===== config.mk =====
export PLATFORM = sky130hd
export DESIGN_NAME = pdcs_dev_ctl_sts
export DESIGN_NICKNAME = d
export VERILOG_FILES = /design/src/hdl/pdcs_pkg.sv /design/src/hdl/pdcs_flag_if.sv /design/src/hdl/pdcs_dev_ctl_sts.sv /design/src/hdl/pdcs_err_flags.sv /design/src/hdl/pdcs_pending_tracker.sv
export SDC_FILE = /design/constraint.sdc
export NUM_CORES = 1
export LEC_CHECK = 0
export ABC_AREA = 1
export BUFFER_PORTS_ARGS = -buffer_cell sky130_fd_sc_hd__clkbuf_2
export CELL_PAD_IN_SITES_DETAIL_PLACEMENT = 1
export CELL_PAD_IN_SITES_GLOBAL_PLACEMENT = 1
export CORE_MARGIN = 5
export CORE_UTILIZATION = 31
export DETAILED_ROUTE_END_ITERATION = 6
export GPL_TIMING_DRIVEN = 0
export PLACE_DENSITY_LB_ADDON = 0.1
export SLEW_MARGIN = 10
export SYNTH_ARGS = -nofsm -noshare
export SYNTH_HDL_FRONTEND = slang
export SYNTH_SLANG_ARGS = --single-unit

===== constraint.sdc =====
create_clock -name clk -period 1.9 [get_ports clk]
set_input_delay 0.285 -clock clk [delete_from_list [all_inputs] [get_ports clk]]
set_output_delay 0.285 -clock clk [all_outputs]
set_load 0.05 [all_outputs]

===== src/hdl/pdcs_pkg.sv =====
// Constants shared by the device control and status register pair.
// Assumes a single 20 MHz clock and 12-bit configuration byte addresses.
package pdcs_pkg;
   localparam int          CFG_ADDR_W       = 12;
   localparam int          REG_W            = 16;
   localparam int          NUM_FLAGS        = 4;
   localparam int          PENDING_CNT_W    = 8;

   localparam logic [11:0] DEV_CONTROL_OFF  = 12'h048;
   localparam logic [11:0] DEV_STATUS_OFF   = 12'h04a;

   localparam logic [15:0] DEV_CONTROL_RST  = 16'h2910;
   localparam logic [15:0] DEV_STATUS_RST   = 16'h0000;

   // Control field positions.
   localparam int          FUNC_RESET_BIT   = 15;
   localparam int          RD_REQ_LSB       = 12;
   localparam int          NO_SNOOP_BIT     = 11;
   localparam int          WIDE_TAG_BIT     = 8;
   localparam int          PAYLOAD_LSB      = 5;
   localparam int          RELAXED_BIT      = 4;
   localparam int          UR_REPORT_BIT    = 3;
   localparam int          FATAL_REPORT_BIT = 2;
   localparam int          NONFATAL_REP_BIT = 1;
   localparam int          COR_REPORT_BIT   = 0;

   // Status field positions; flag index equals bit position.
   localparam int          PENDING_BIT      = 5;
   localparam int          FLAG_COR         = 0;
   localparam int          FLAG_NONFATAL    = 1;
   localparam int          FLAG_FATAL       = 2;
   localparam int          FLAG_UR          = 3;

   // Payload size after reset; the value is the implementation's own pick.
   localparam logic [2:0]  PAYLOAD_RST      = 3'h0;
   localparam logic [2:0]  RD_REQ_RST       = 3'h2;

   localparam logic [3:0]  TAG_W_TEN        = 4'ha;
   localparam logic [3:0]  TAG_W_EIGHT      = 4'h8;
   localparam logic [3:0]  TAG_W_FIVE       = 4'h5;
endpackage : pdcs_pkg


===== src/hdl/pdcs_flag_if.sv =====
// Carries error events, write-one-to-clear masks and the sticky flags.
// Assumes the owner and the user share one clock.
`timescale 1ns/1ps
`default_nettype none
interface pdcs_flag_if;
   import pdcs_pkg::*;
   logic [NUM_FLAGS-1:0] evt;
   logic [NUM_FLAGS-1:0] clr;
   logic [NUM_FLAGS-1:0] flags;
   modport owner (input evt, input clr, output flags);
   modport user  (output evt, output clr, input flags);
endinterface : pdcs_flag_if
`default_nettype wire


===== src/hdl/pdcs_dev_ctl_sts.sv =====
// Device control and device status configuration registers of one function.
// Assumes configuration cycles and function events arrive on clk as pulses.
//
// What this block does
// - Writing one to trigger bit starts function reset.
// - Trigger bit always reads back as zero.
// - Read request size field, resets to 010b.
// - No-snoop permit, resets one, gates attribute.
// - Wide tag enable, resets one, sets tag width unless ten-bit tag requests are enabled.
// - Payload size field, implementation reset value.
// - Relaxed-order permit, resets one, gates attribute.
// - Unsupported request reporting enable, resets zero.
// - Fatal reporting enable, resets zero.
// - Non-fatal reporting enable, resets zero.
// - Correctable reporting enable, resets zero.
// - Pending bit set while non-posted requests outstanding.
// - Pending clears after completions or timeouts.
// - Pending clears when function reset completes.
// - Unsupported request flag, sticky, write one clears.
// - Fatal error flag, sticky, write one clears.
// - Non-fatal error flag, sticky, write one clears.
// - Correctable error flag, sticky, write one clears.
`timescale 1ns/1ps
`default_nettype none
module pdcs_dev_ctl_sts (
   // Clock and reset.
   input  wire logic                            clk,
   input  wire logic                            rst_n,
   // Configuration access.
   input  wire logic                            cfgWrEn,
   input  wire logic                            cfgRdEn,
   input  wire logic [pdcs_pkg::CFG_ADDR_W-1:0] cfgAddr,
   input  wire logic [1:0]                      cfgByteEn,
   input  wire logic [pdcs_pkg::REG_W-1:0]      cfgWrData,
   output logic      [pdcs_pkg::REG_W-1:0]      cfgRdData,
   output logic                                 cfgRdValid,
   // Function events.
   input  wire logic                            npReqIssued,
   input  wire logic                            npReqCompleted,
   input  wire logic                            npReqTimedOut,
   input  wire logic                            flrDone,
   input  wire logic                            errCorrectable,
   input  wire logic                            errNonfatal,
   input  wire logic                            errFatal,
   input  wire logic                            errUnsupportedReq,
   // Other controls.
   input  wire logic                            tenBitTagReqEnable,
   input  wire logic                            systemErrorEnable,
   // Controls to the function.
   output logic                                 flrStart,
   output logic      [2:0]                      readReqSizeLimit,
   output logic      [2:0]                      payloadSizeLimit,
   output logic                                 noSnoopPermit,
   output logic                                 relaxedOrderPermit,
   output logic      [3:0]                      tagWidth,
   // Error message requests.
   output logic                                 sendErrCor,
   output logic                                 sendErrNonfatal,
   output logic                                 sendErrFatal
);
   import pdcs_pkg::*;

   pdcs_flag_if flagBus ();

   logic                 pending;
   logic                 hitCtl;
   logic                 hitSts;
   logic                 wrCtlLo;
   logic                 wrCtlHi;
   logic                 wrStsLo;
   logic                 nonfatalGate;
   logic                 fatalGate;
   logic                 urReportable;

   logic                 flrStart_r;
   logic                 flrStart_nxt;
   logic [2:0]           readReqSizeLimit_r;
   logic [2:0]           readReqSizeLimit_nxt;
   logic                 noSnoopPermit_r;
   logic                 noSnoopPermit_nxt;
   logic                 wideTagEnable_r;
   logic                 wideTagEnable_nxt;
   logic [2:0]           payloadSizeLimit_r;
   logic [2:0]           payloadSizeLimit_nxt;
   logic                 relaxedOrderPermit_r;
   logic                 relaxedOrderPermit_nxt;
   logic [3:0]           reportEnable_r;
   logic [3:0]           reportEnable_nxt;

   logic [REG_W-1:0]     cfgRdData_r;
   logic [REG_W-1:0]     cfgRdData_nxt;
   logic                 cfgRdValid_r;
   logic                 cfgRdValid_nxt;
   logic [3:0]           tagWidth_r;
   logic [3:0]           tagWidth_nxt;
   logic                 sendErrCor_r;
   logic                 sendErrCor_nxt;
   logic                 sendErrNonfatal_r;
   logic                 sendErrNonfatal_nxt;
   logic                 sendErrFatal_r;
   logic                 sendErrFatal_nxt;
   logic [REG_W-1:0]     ctlView;
   logic [REG_W-1:0]     stsView;

   pdcs_err_flags uFlags (
      .clk   (clk),
      .rst_n (rst_n),
      .fl    (flagBus.owner)
   );

   pdcs_pending_tracker uPending (
      .clk          (clk),
      .rst_n        (rst_n),
      .reqIssued    (npReqIssued),
      .reqCompleted (npReqCompleted),
      .reqTimedOut  (npReqTimedOut),
      .flrDone      (flrDone),
      .pending      (pending)
   );

   // Address decode; byte lane 0 holds bits 7:0, lane 1 bits 15:8.
   // Offsets match in full, so a near miss reads zero and changes nothing.
   always_comb begin
      hitCtl  = (cfgAddr == DEV_CONTROL_OFF);
      hitSts  = (cfgAddr == DEV_STATUS_OFF);
      wrCtlLo = cfgWrEn & hitCtl & cfgByteEn[0];
      wrCtlHi = cfgWrEn & hitCtl & cfgByteEn[1];
      wrStsLo = cfgWrEn & hitSts & cfgByteEn[0];
   end

   // Error events and write-one-to-clear masks feed the sticky flags.
   // Only lane 0 can clear; the pending bit above the flags ignores writes.
   always_comb begin
      flagBus.evt[FLAG_COR]      = errCorrectable;
      flagBus.evt[FLAG_NONFATAL] = errNonfatal;
      flagBus.evt[FLAG_FATAL]    = errFatal;
      flagBus.evt[FLAG_UR]       = errUnsupportedReq;
      flagBus.clr = wrStsLo ? cfgWrData[NUM_FLAGS-1:0] : '0;
   end

   // Function reset trigger; the top bit is a one-cycle pulse and has no storage.
   always_comb begin
      flrStart_nxt = wrCtlHi & cfgWrData[FUNC_RESET_BIT];
   end

   // Control register next state; a completed function reset restores defaults
   // and outranks a write in the same cycle, so no stale field survives it.
   always_comb begin
      readReqSizeLimit_nxt   = readReqSizeLimit_r;
      noSnoopPermit_nxt      = noSnoopPermit_r;
      wideTagEnable_nxt      = wideTagEnable_r;
      payloadSizeLimit_nxt   = payloadSizeLimit_r;
      relaxedOrderPermit_nxt = relaxedOrderPermit_r;
      reportEnable_nxt       = reportEnable_r;
      if (flrDone) begin
         readReqSizeLimit_nxt   = RD_REQ_RST;
         noSnoopPermit_nxt      = DEV_CONTROL_RST[NO_SNOOP_BIT];
         wideTagEnable_nxt      = DEV_CONTROL_RST[WIDE_TAG_BIT];
         payloadSizeLimit_nxt   = PAYLOAD_RST;
         relaxedOrderPermit_nxt = DEV_CONTROL_RST[RELAXED_BIT];
         reportEnable_nxt       = DEV_CONTROL_RST[UR_REPORT_BIT:COR_REPORT_BIT];
      end else begin
         if (wrCtlHi) begin
            readReqSizeLimit_nxt = cfgWrData[RD_REQ_LSB +: 3];
            noSnoopPermit_nxt    = cfgWrData[NO_SNOOP_BIT];
            wideTagEnable_nxt    = cfgWrData[WIDE_TAG_BIT];
         end
         if (wrCtlLo) begin
            payloadSizeLimit_nxt   = cfgWrData[PAYLOAD_LSB +: 3];
            relaxedOrderPermit_nxt = cfgWrData[RELAXED_BIT];
            reportEnable_nxt       = cfgWrData[UR_REPORT_BIT:COR_REPORT_BIT];
         end
      end
   end

   // Control view; reserved bits and the trigger bit are held at zero.
   always_comb begin
      ctlView = '0;
      ctlView[FUNC_RESET_BIT] = 1'b0;
      ctlView[RD_REQ_LSB +: 3] = readReqSizeLimit_r;
      ctlView[NO_SNOOP_BIT] = noSnoopPermit_r;
      ctlView[WIDE_TAG_BIT] = wideTagEnable_r;
      ctlView[PAYLOAD_LSB +: 3] = payloadSizeLimit_r;
      ctlView[RELAXED_BIT] = relaxedOrderPermit_r;
      ctlView[UR_REPORT_BIT:COR_REPORT_BIT] = reportEnable_r;
   end

   // Status view; only the pending bit and the four flags are backed by state.
   always_comb begin
      stsView = '0;
      stsView[PENDING_BIT] = pending;
      stsView[NUM_FLAGS-1:0] = flagBus.flags;
   end

   // Read answer one cycle after the request; unmapped offsets read zero.
   // A write in the same cycle lands after the read, so the read sees old values.
   always_comb begin
      cfgRdValid_nxt = cfgRdEn;
      cfgRdData_nxt  = '0;
      if (cfgRdEn && hitCtl) begin
         cfgRdData_nxt = ctlView;
      end else if (cfgRdEn && hitSts) begin
         cfgRdData_nxt = stsView;
      end
   end

   // Tag width seen by the requester logic; lags its inputs by one cycle.
   always_comb begin
      if (tenBitTagReqEnable) begin
         tagWidth_nxt = TAG_W_TEN;
      end else if (wideTagEnable_r) begin
         tagWidth_nxt = TAG_W_EIGHT;
      end else begin
         tagWidth_nxt = TAG_W_FIVE;
      end
   end

   // Error message requests; an unsupported request goes out as non-fatal.
   always_comb begin
      nonfatalGate        = reportEnable_r[NONFATAL_REP_BIT] | systemErrorEnable;
      fatalGate           = reportEnable_r[FATAL_REPORT_BIT] | systemErrorEnable;
      urReportable        = errUnsupportedReq & reportEnable_r[UR_REPORT_BIT];
      sendErrCor_nxt      = errCorrectable & reportEnable_r[COR_REPORT_BIT];
      sendErrNonfatal_nxt = (errNonfatal | urReportable) & nonfatalGate;
      sendErrFatal_nxt    = errFatal & fatalGate;
   end

   // Function reset trigger register.
   always_ff @(posedge clk) begin
      if (!rst_n) begin
         flrStart_r <= 1'b0;
      end else begin
         flrStart_r <= flrStart_nxt;
      end
   end

   // Control field registers.
   always_ff @(posedge clk) begin
      if (!rst_n) begin
         readReqSizeLimit_r   <= RD_REQ_RST;
         noSnoopPermit_r      <= DEV_CONTROL_RST[NO_SNOOP_BIT];
         wideTagEnable_r      <= DEV_CONTROL_RST[WIDE_TAG_BIT];
         payloadSizeLimit_r   <= PAYLOAD_RST;
         relaxedOrderPermit_r <= DEV_CONTROL_RST[RELAXED_BIT];
         reportEnable_r       <= DEV_CONTROL_RST[UR_REPORT_BIT:COR_REPORT_BIT];
      end else begin
         readReqSizeLimit_r   <= readReqSizeLimit_nxt;
         noSnoopPermit_r      <= noSnoopPermit_nxt;
         wideTagEnable_r      <= wideTagEnable_nxt;
         payloadSizeLimit_r   <= payloadSizeLimit_nxt;
         relaxedOrderPermit_r <= relaxedOrderPermit_nxt;
         reportEnable_r       <= reportEnable_nxt;
      end
   end

   // Read answer registers.
   always_ff @(posedge clk) begin
      if (!rst_n) begin
         cfgRdData_r  <= '0;
         cfgRdValid_r <= 1'b0;
      end else begin
         cfgRdData_r  <= cfgRdData_nxt;
         cfgRdValid_r <= cfgRdValid_nxt;
      end
   end

   // Tag width register.
   always_ff @(posedge clk) begin
      if (!rst_n) begin
         tagWidth_r <= TAG_W_EIGHT;
      end else begin
         tagWidth_r <= tagWidth_nxt;
      end
   end

   // Error message request registers.
   always_ff @(posedge clk) begin
      if (!rst_n) begin
         sendErrCor_r      <= 1'b0;
         sendErrNonfatal_r <= 1'b0;
         sendErrFatal_r    <= 1'b0;
      end else begin
         sendErrCor_r      <= sendErrCor_nxt;
         sendErrNonfatal_r <= sendErrNonfatal_nxt;
         sendErrFatal_r    <= sendErrFatal_nxt;
      end
   end

   assign flrStart           = flrStart_r;
   assign readReqSizeLimit   = readReqSizeLimit_r;
   assign payloadSizeLimit   = payloadSizeLimit_r;
   assign noSnoopPermit      = noSnoopPermit_r;
   assign relaxedOrderPermit = relaxedOrderPermit_r;
   assign tagWidth           = tagWidth_r;
   assign cfgRdData          = cfgRdData_r;
   assign cfgRdValid         = cfgRdValid_r;
   assign sendErrCor         = sendErrCor_r;
   assign sendErrNonfatal    = sendErrNonfatal_r;
   assign sendErrFatal       = sendErrFatal_r;
endmodule : pdcs_dev_ctl_sts
`default_nettype wire


===== src/hdl/pdcs_err_flags.sv =====
// Sticky error flags of the device status register, one per error class.
// Assumes events and clears are one-cycle pulses on the same clock.
`timescale 1ns/1ps
`default_nettype none
module pdcs_err_flags (
   // Clock and reset.
   input  wire logic clk,
   input  wire logic rst_n,
   // Events, clears and flags.
   pdcs_flag_if.owner fl
);
   import pdcs_pkg::*;

   logic [NUM_FLAGS-1:0] flags_r;
   logic [NUM_FLAGS-1:0] flags_nxt;

   genvar i;
   generate
      for (i = 0; i < NUM_FLAGS; i++) begin : gFlag
         // A set in the same cycle as a clear wins, so no event is lost.
         always_comb begin
            flags_nxt[i] = fl.evt[i] | (flags_r[i] & ~fl.clr[i]);
         end
      end
   endgenerate

   always_ff @(posedge clk) begin
      if (!rst_n) begin
         flags_r <= DEV_STATUS_RST[NUM_FLAGS-1:0];
      end else begin
         flags_r <= flags_nxt;
      end
   end

   assign fl.flags = flags_r;
endmodule : pdcs_err_flags
`default_nettype wire


===== src/hdl/pdcs_pending_tracker.sv =====
// Counts non-posted requests that still await completion.
// Assumes issue, completion and timeout are one-cycle pulses from the requester.
`timescale 1ns/1ps
`default_nettype none
module pdcs_pending_tracker
   import pdcs_pkg::*;
(
   // Clock and reset.
   input  wire logic clk,
   input  wire logic rst_n,
   // Request tracking.
   input  wire logic reqIssued,
   input  wire logic reqCompleted,
   input  wire logic reqTimedOut,
   input  wire logic flrDone,
   // State.
   output logic      pending
);
   logic [PENDING_CNT_W-1:0] count_r;
   logic [PENDING_CNT_W-1:0] count_nxt;
   logic                     retire;

   always_comb begin
      retire    = reqCompleted | reqTimedOut;
      count_nxt = count_r;
      if (flrDone) begin
         count_nxt = '0;
      end else if (reqIssued && !retire && count_r != '1) begin
         count_nxt = count_r + PENDING_CNT_W'(1);
      end else if (!reqIssued && retire && count_r != '0) begin
         count_nxt = count_r - PENDING_CNT_W'(1);
      end
   end

   always_ff @(posedge clk) begin
      if (!rst_n) begin
         count_r <= '0;
      end else begin
         count_r <= count_nxt;
      end
   end

   assign pending = (count_r != '0);
endmodule : pdcs_pending_tracker
`default_nettype wire


==> flow_summary.toml, run 1 <==
[logic_synthesis]
yosys_warnings = 0
ys.flop_type = "dfxtp_1"
synth_seq_cells = 46
yosysTopAreaCellShare_pct = 44.1
synth_area_leaders = "dfxtp_1 (44%), nor2_1 (9.7%), nand2_1 (8.3%)"
synth-edff-count = 0
synth_cells = 268
netlist_area_sq_um = 2090
async_flop_share_pct = 0
ys_types = 34
seq_area_frac_synth_pct = 44.1
syn_avg_cell_area_sq_um = 7.79
synth_largest_area_cell = "dfxtp_1"

[finish]
final_nets = 412
final_area_sq_um = 2910
nFillCells = 852
stdcell_count = 441
antenna_cells = 0
layout_common_cells = "clkbuf_2 (71), nor2_1 (51), nand2_1 (40), dfxtp_1 (38), inv_1 (28)"
final_common_cell = "clkbuf_2"
areaGrowthSynthToFinish_pct = 39.2
final_util_pct = 43.5
drive_above_1_share_pct = 40.2

[pwr]
switching_share_pct = 29.6
combPwrFrac_pct = 22.6
clkPwrFrac_pct = 28.1
p_sw_mw = 0.603
p_leak_nw = 1.52
p_per_area_nw_per_um2 = 702
internal_power_mw = 1.44
power_frac_seq_pct = 49.4
vdd.ir_drop.worst_mv = 0.309

[grt]
antenna_found_initial = 0
grt_remaining_overflow = 0
grt_max_degree = 14
track_usage_pct = 13.5
first_global_vias = 1942
grt_pass1_wl_um = 9150

[routing]
wl_per_cell_um = 13.2
viasPerCell = 4.54
dr.pass1.iters = 4
vias = 2002
post-route-drc-count = 0
wl_um = 5810
ant_nets = 0
drtIter0Drc = 52

[clocking]
cts_tree = "done"
cts-buffers-inserted = 5
clock_path_buffers = 2
htreeDepth = 2
cts-root-buf = "clkbuf_8"
cts.sinks = 46
clk_pin_slew_ps = 80
clkLatencyLatePin_ps = 290

[die]
die_area_sq_um = 8480
io_pins = 77
die_w_um = 92.1
start_util_pct = 31.3
die_y_um = 92.1
core_sq_um = 6680
num_rows = 30

[placement]
port_buffers = 71
finalWeightedCongestion = 0.776
place_hpwl_um = 4480
placedCellCount = 421
placed_area_sq_um = 2550

[setup_path]
ff2ff_setup_slack_ps = 50
endpoint_kind = "flop"
crit_fanout = 6
arrival_ps = 2040
crit_type = "reg2reg"
critPathRequiredTime_ps = 2100
start_kind = "flop"

[sta]
drv_slew = 0
period_needed_ps = 1850
finalCritPeriodShare_pct = 97.2
final_hold_viol_count = 0
max_freq_mhz = 542
setup-violations-final = 0
fin_worst_skew_ps = 2.26

[run]
maxCapViolations = 0

[run_status]
status = "finished, final reports clean"

[worst_hold_path]
hp-class = "in2reg"
-- metal layers --
metal	share of wire (%)	wire [um]	up-vias	global-route usage (%)
li1	-	-	1036	-
met4	1.1	64	0	3.71
met5	0	0	-	0
met3	7.3	424	5	4.10
met2	47	2760	65	22.7
met1	44	2570	896	16.7
-- sequential cells by signal, indices dropped and copies added (netlist names), 3 cells and up --
register / flops
uPending.count_r: 8
readReqSizeLimit: 3
cfgRdData: 13
payloadSizeLimit: 3
tagWidth: 3
reportEnable_r: 4
uFlags.fl.flags: 4
-- final cells by class --
type,count,area (sq um),area share (%)
Tap cell,80,100,3.44
Timing Repair Buffer,84,460,15.8
Buffer,8,57.6,1.98
Sequential cell,46,951,32.7
Clock buffer,5,68.8,2.37
Multi-Input combinational cell,185,1140,39.1
Inverter,31,121,4.18
Clock inverter,2,10.0,0.344
-- power groups by stage --
stage | clock, mW | sequential, mW | combinational [mW]
after floorplan | 0 | 1.04 | 0.236
after global placement | 0 | 1.03 | 0.352
after detailed placement | 0 | 1.03 | 0.358
after CTS | 0.594 | 1.01 | 0.365
after global routing | 0.636 | 1.01 | 0.510
final | 0.572 | 1.01 | 0.461
-- through the flow --
| step | power [mW] | setup slack, ps | hold WS, ps | TNS (ps) |
|---|---|---|---|---|
| final | 2.04 | 53.8 | 184 | 0 |
| after global routing | 2.16 | -36.5 | 179 | -55.3 |
| after CTS | 1.97 | -12.8 | 179 | -12.8 |
| after detailed placement | 1.39 | -260 | 438 | -849 |
| after global placement | 1.39 | -201 | 436 | -680 |
| after floorplan | 1.28 | 79.2 | 373 | 0 |
-- cell usage after synthesis (2+ instances only) --
master	n
nor2_1	54
dfxtp_1	46
nand2_1	46
inv_1	28
o21ai_0	18
nand3_1	13
a21oi_1	12
ha_1	6
nand4_1	6
buf_4	5
nand2_4	3
inv_2	2
nand2_2	2
nor2_8	2
nor3_1	2
nor3_4	2
o22ai_1	2
o22ai_2	2
xnor2_1	2
-- final timing paths --
path / startpoint / end / depth (start not counted)
max reg2reg: uPending.count_r[5] / uPending.count_r[7] / 13
min reg2reg: readReqSizeLimit[1] / cfgRdData[13] / 2
max: uPending.count_r[5] / uPending.count_r[7] / 13
min: tenBitTagReqEnable / tagWidth[2] / 2
-- logic make-up after synthesis --
group | share of synthesized area, %
AO/OA/AOI/OAI | 10.4
XOR/XNOR | 1.26
adder cells (fa/ha/maj) | 4.55
buffers and inverters | 8.57
flip-flops | 44.1
other | 0.180
AND/OR/NAND/NOR | 31.0
-- critical path, cell delays in order (launching register included) --
cell     delay [ps]
dfxtp_4         360
nand2_1          80
nor2_2           40
nand2_2         100
nand2_8         100
buf_6           140
ha_4            280
nand2_2          80
nor2_2          130
nand3_2          80
nand2_1          90
nand2_2          60
a21oi_2         130
nor2_1           50
-- repair_timing --
action	in CTS	in global routing
buffers inserted	1	12
setup endpoints to repair	5	4
hold buffers	0	0
resized for setup	11	33
pin swaps	0	6
(Power assumes the default switching activity.)
==> run 2: changes to the inputs <==
- CTS_BUF_LIST: unset -> sky130_fd_sc_hd__clkbuf_16
==> flow_summary.toml, run 2 (synthesis gave the netlist of run 1 again) <==
[die]
die_area_sq_um = 8480
core_sq_um = 6680
die_y_um = 92.1
start_util_pct = 31.3
io_pins = 77
num_rows = 30
die_w_um = 92.1

[grt]
antenna_found_initial = 0
grt_remaining_overflow = 0
grt_max_degree = 14
first_global_vias = 1982
track_usage_pct = 13.6
grt_pass1_wl_um = 9270

[routing]
wl_um = 5910
ant_nets = 0
wl_per_cell_um = 13.4
viasPerCell = 4.57
drtIter0Drc = 58
vias = 2022
dr.pass1.iters = 4
post-route-drc-count = 0

[finish]
antenna_cells = 0
areaGrowthSynthToFinish_pct = 42.3
stdcell_count = 442
drive_above_1_share_pct = 40.3
layout_common_cells = "clkbuf_2 (71), nor2_1 (51), nand2_1 (40), dfxtp_1 (38), inv_1 (28)"
final_common_cell = "clkbuf_2"
nFillCells = 832
regArea_sq_um = 951
final_util_pct = 44.5
final_nets = 413
final_area_sq_um = 2970
largest_register_ffs = 13
multi_input_area_sq_um = 1130

[worst_hold_path]
whs_endpoint = "tagWidth[2]"
holdPathStages = 2
hold_path.startpoint = "tenBitTagReqEnable"
hp-class = "in2reg"

[clocking]
cts_tree = "done"
cts-buffers-inserted = 5
clkLatencyLatePin_ps = 280
htreeDepth = 2
cts-root-buf = "clkbuf_16"
clock_path_buffers = 2
clk_pin_slew_ps = 60
cts.sinks = 46

[sta]
drv_slew = 0
period_needed_ps = 1840
max_freq_mhz = 543
finalCritPeriodShare_pct = 96.9
setup_tns_ps = 0
rsz0062_at_grt = "yes"
setup-violations-final = 0
final_hold_viol_count = 0
fin_worst_skew_ps = 2.03

[setup_path]
rr_startpoint = "uPending.count_r[3]"
endpoint_kind = "flop"
ff2ff_setup_slack_ps = 60
arrival_ps = 2010
r2r_cells = 12
crit_type = "reg2reg"
crit_fanout = 6
start_kind = "flop"
critPathRequiredTime_ps = 2070
r2r-end = "uPending.count_r[5]"

[pwr]
p_leak_nw = 1.55
vdd.ir_drop.worst_mv = 0.324
p_per_area_nw_per_um2 = 771

[run]
maxCapViolations = 0

[placement]
placedCellCount = 421
placed_area_sq_um = 2550
port_buffers = 71
finalWeightedCongestion = 0.776
place_hpwl_um = 4480

[run_status]
status = "finished, final reports clean"
-- run 2: cell types whose count changed in the layout (fill, tap and decap cells not counted), sizes merged --
| cell | previous run | this run |
|---|---|---|
| buf | 20 | 21 |
-- run 2: what timing repair did --
item / in CTS / in global routing
resized for setup: 10 / 31
hold endpoints to repair: 0 / 0
gates cloned: 0 / 0
setup endpoints to repair: 5 / 4
setup buffers: 1 / 13
pin swaps: 0 / 7
hold buffers: 0 / 0
-- run 2: where the power goes --
group	internal, mW	switching (mW)
Combinational	0.201	0.260
Sequential	0.989	0.0186
Clock	0.475	0.347
Total	1.67	0.625
-- run 2: how the worst max path moves through the flow --
stage | depth (start not counted) | start | endpoint
2_1_floorplan | 12 | uPending.count_r[0] | uPending.count_r[5]
3_3_place_gp | 13 | uPending.count_r[0] | uPending.count_r[6]
3_5_place_dp | 12 | uPending.count_r[0] | uPending.count_r[5]
4_1_cts | 14 | uPending.count_r[1] | uPending.count_r[5]
5_1_grt | 14 | uPending.count_r[3] | uPending.count_r[5]
6_report | 12 | uPending.count_r[3] | uPending.count_r[5]
-- run 2: worst max-delay path: stages (launching register included) --
cell and delay (ps):
dfxtp_4 360, nand2_1 60, nor2_2 130, nand2_2 100, nand2_8 120, ha_4 220
or2_2 300, nand2_2 110, o21bai_4 80, nand2_1 60, nand2_1 40, nor2_1 90
nor2_1 50
-- run 2: stage by stage --
stage	power, mW	setup WS, ps	hold slack [ps]
global placement	1.39	-201	436
finish	2.29	59.6	199
floorplan	1.28	79.2	373
detailed placement	1.39	-260	438
CTS	2.23	-2.67	198
global route	2.41	-27.0	206
-- run 2: area by class of cell --
| type | count | area share [%] |
|---|---|---|
| Clock buffer | 5 | 4.21 |
| Tap cell | 80 | 3.37 |
| Buffer | 8 | 1.94 |
| Sequential cell | 46 | 32.0 |
| Timing Repair Buffer | 85 | 16.0 |
| Clock inverter | 2 | 0.337 |
| Inverter | 31 | 4.08 |
| Multi-Input combinational cell | 185 | 38.0 |
-- run 2: layer usage --
metal / up-vias / GRT usage, % / share of wire, %
li1: 1035 / - / -
met1: 921 / 16.6 / 44
met2: 61 / 23.5 / 48
met3: 5 / 3.36 / 6.9
met4: 0 / 4.46 / 0.73
met5: - / 0 / 0
==> run 3: changes to the inputs <==
- CORE_ASPECT_RATIO: unset -> 0.9
==> flow_summary.toml, run 3 (synthesis gave the netlist of run 1 again) <==
[routing]
wl_per_cell_um = 12.7
viasPerCell = 4.48
ant_nets = 0
post-route-drc-count = 0
drtIter0Drc = 54
vias = 2007
dr.pass1.iters = 4
wl_um = 5680

[sta]
fin_worst_skew_ps = 6.20
period_needed_ps = 1780
setup_tns_ps = 0
setup-violations-final = 0
worstMarginPinSlew_ps = 506
final_hold_viol_count = 0
finalCritPeriodShare_pct = 93.8
relSlewSlack_pct = 66.3
drv_slew = 0
max_freq_mhz = 561

[pwr]
internal_power_mw = 1.80
power_frac_seq_pct = 41.4
combPwrFrac_pct = 17.6
switching_share_pct = 26.5
p_per_area_nw_per_um2 = 822
vdd.ir_drop.worst_mv = 0.380
p_sw_mw = 0.647
clkPwrFrac_pct = 41.0
p_leak_nw = 1.57

[clocking]
cts-buffers-inserted = 5
clkLatencyLatePin_ps = 290
cts_tree = "done"
cts.sinks = 46
htreeDepth = 2
postCtsHoldBufs = 0
cts-root-buf = "clkbuf_16"
clk_pin_slew_ps = 70
clock_path_buffers = 2

[placement]
placed_area_sq_um = 2570
port_buffers = 71
finalWeightedCongestion = 0.786
placedCellCount = 431
place_hpwl_um = 4410

[die]
num_rows = 28
die_w_um = 96.5
die_y_um = 87.9
start_util_pct = 31.9
io_pins = 77
die_area_sq_um = 8480
core_sq_um = 6550

[grt]
antenna_found_initial = 0
grt_remaining_overflow = 0
first_global_vias = 2023
grt_pass1_wl_um = 9070
track_usage_pct = 13.9
grt_max_degree = 16

[finish]
multi_input_area_sq_um = 1140
largest_register_ffs = 13
stdcell_count = 448
regArea_sq_um = 946
final_area_sq_um = 2970
nFillCells = 841
antenna_cells = 0
areaGrowthSynthToFinish_pct = 42.4
final_nets = 408
drive_above_1_share_pct = 39.9
final_common_cell = "clkbuf_2"
layout_common_cells = "clkbuf_2 (71), nor2_1 (51), nand2_1 (38), dfxtp_1 (38), inv_1 (28)"

[setup_path]
endpoint_kind = "flop"
start_kind = "flop"
rr_startpoint = "uPending.count_r[4]"
critPathLaunch = "uPending.count_r[4]"
crit_fanout = 7
critPathRequiredTime_ps = 2080
crit_type = "reg2reg"
arrival_ps = 1960

[worst_hold_path]
hp-class = "in2reg"
hold_path.startpoint = "tenBitTagReqEnable"

[run]
maxCapViolations = 0

[run_status]
status = "finished, final reports clean"
[run 3: critical path, stage by stage (launching register included)]
cell and delay [ps]:
dfxtp_4 360, nand2_4 80, nor2_4 40, nand2_4 80, nand2_8 90, buf_6 150, ha_1 260, nand2_1 60
nand2_2 80, nand3_2 80, nand2_1 80, nand2_1 70, a21oi_1 160, nor2_1 60
[run 3: repair_timing]
item,in CTS,in global routing
buffers inserted,1,8
gates resized for setup,10,35
pin swaps,0,11
endpoints found under the setup margin,4,4
cloned,0,0
[run 3: path summary, 6_finish.rpt]
kind                          to  slack, ps  cells past startpoint
max          uPending.count_r[7]        120                     13
min                  tagWidth[2]        180                      2
max reg2reg  uPending.count_r[7]        120                     13
min reg2reg         cfgRdData[7]        450                      2
[run 3: power groups by stage]
stage	registers, mW	logic [mW]	clock network (mW)
6_report	1.01	0.430	1.00
5_1_grt	1.02	0.488	1.09
4_1_cts	1.01	0.367	1.04
3_5_place_dp	1.03	0.357	0
3_3_place_gp	1.03	0.352	0
2_1_floorplan	1.04	0.236	0
[run 3: area by class of cell]
class                   count  share of cell area (%)
repair buffers             80                    14.3
clock inverters             3                    1.47
clock buffers               5                    4.21
multi-input cells         185                    38.4
well taps                  90                    3.79
flip-flops and latches     46                    31.8
inverters                  31                    4.08
plain buffers               8                    1.94
[run 3: layer usage]
layer / vias up / GRT usage, % / part of all wire, %
met3: 7 / 4.98 / 7.4
li1: 1033 / - / -
met4: 0 / 3.82 / 1.1
met5: - / 0 / 0
met2: 49 / 23.4 / 47
met1: 918 / 16.9 / 44
[run 3: through the flow]
stage / utilization [%] / power [mW] / hold WS, ps / setup slack (ps)
after floorplan: - / 1.28 / 373 / 79.2
after global placement: 39.2 / 1.38 / 434 / -195
after detailed placement: 39.2 / 1.39 / 442 / -206
after CTS: 42.3 / 2.42 / 174 / 7.30
after global routing: 45.4 / 2.59 / 194 / -38.6
final: 45.4 / 2.44 / 178 / 117
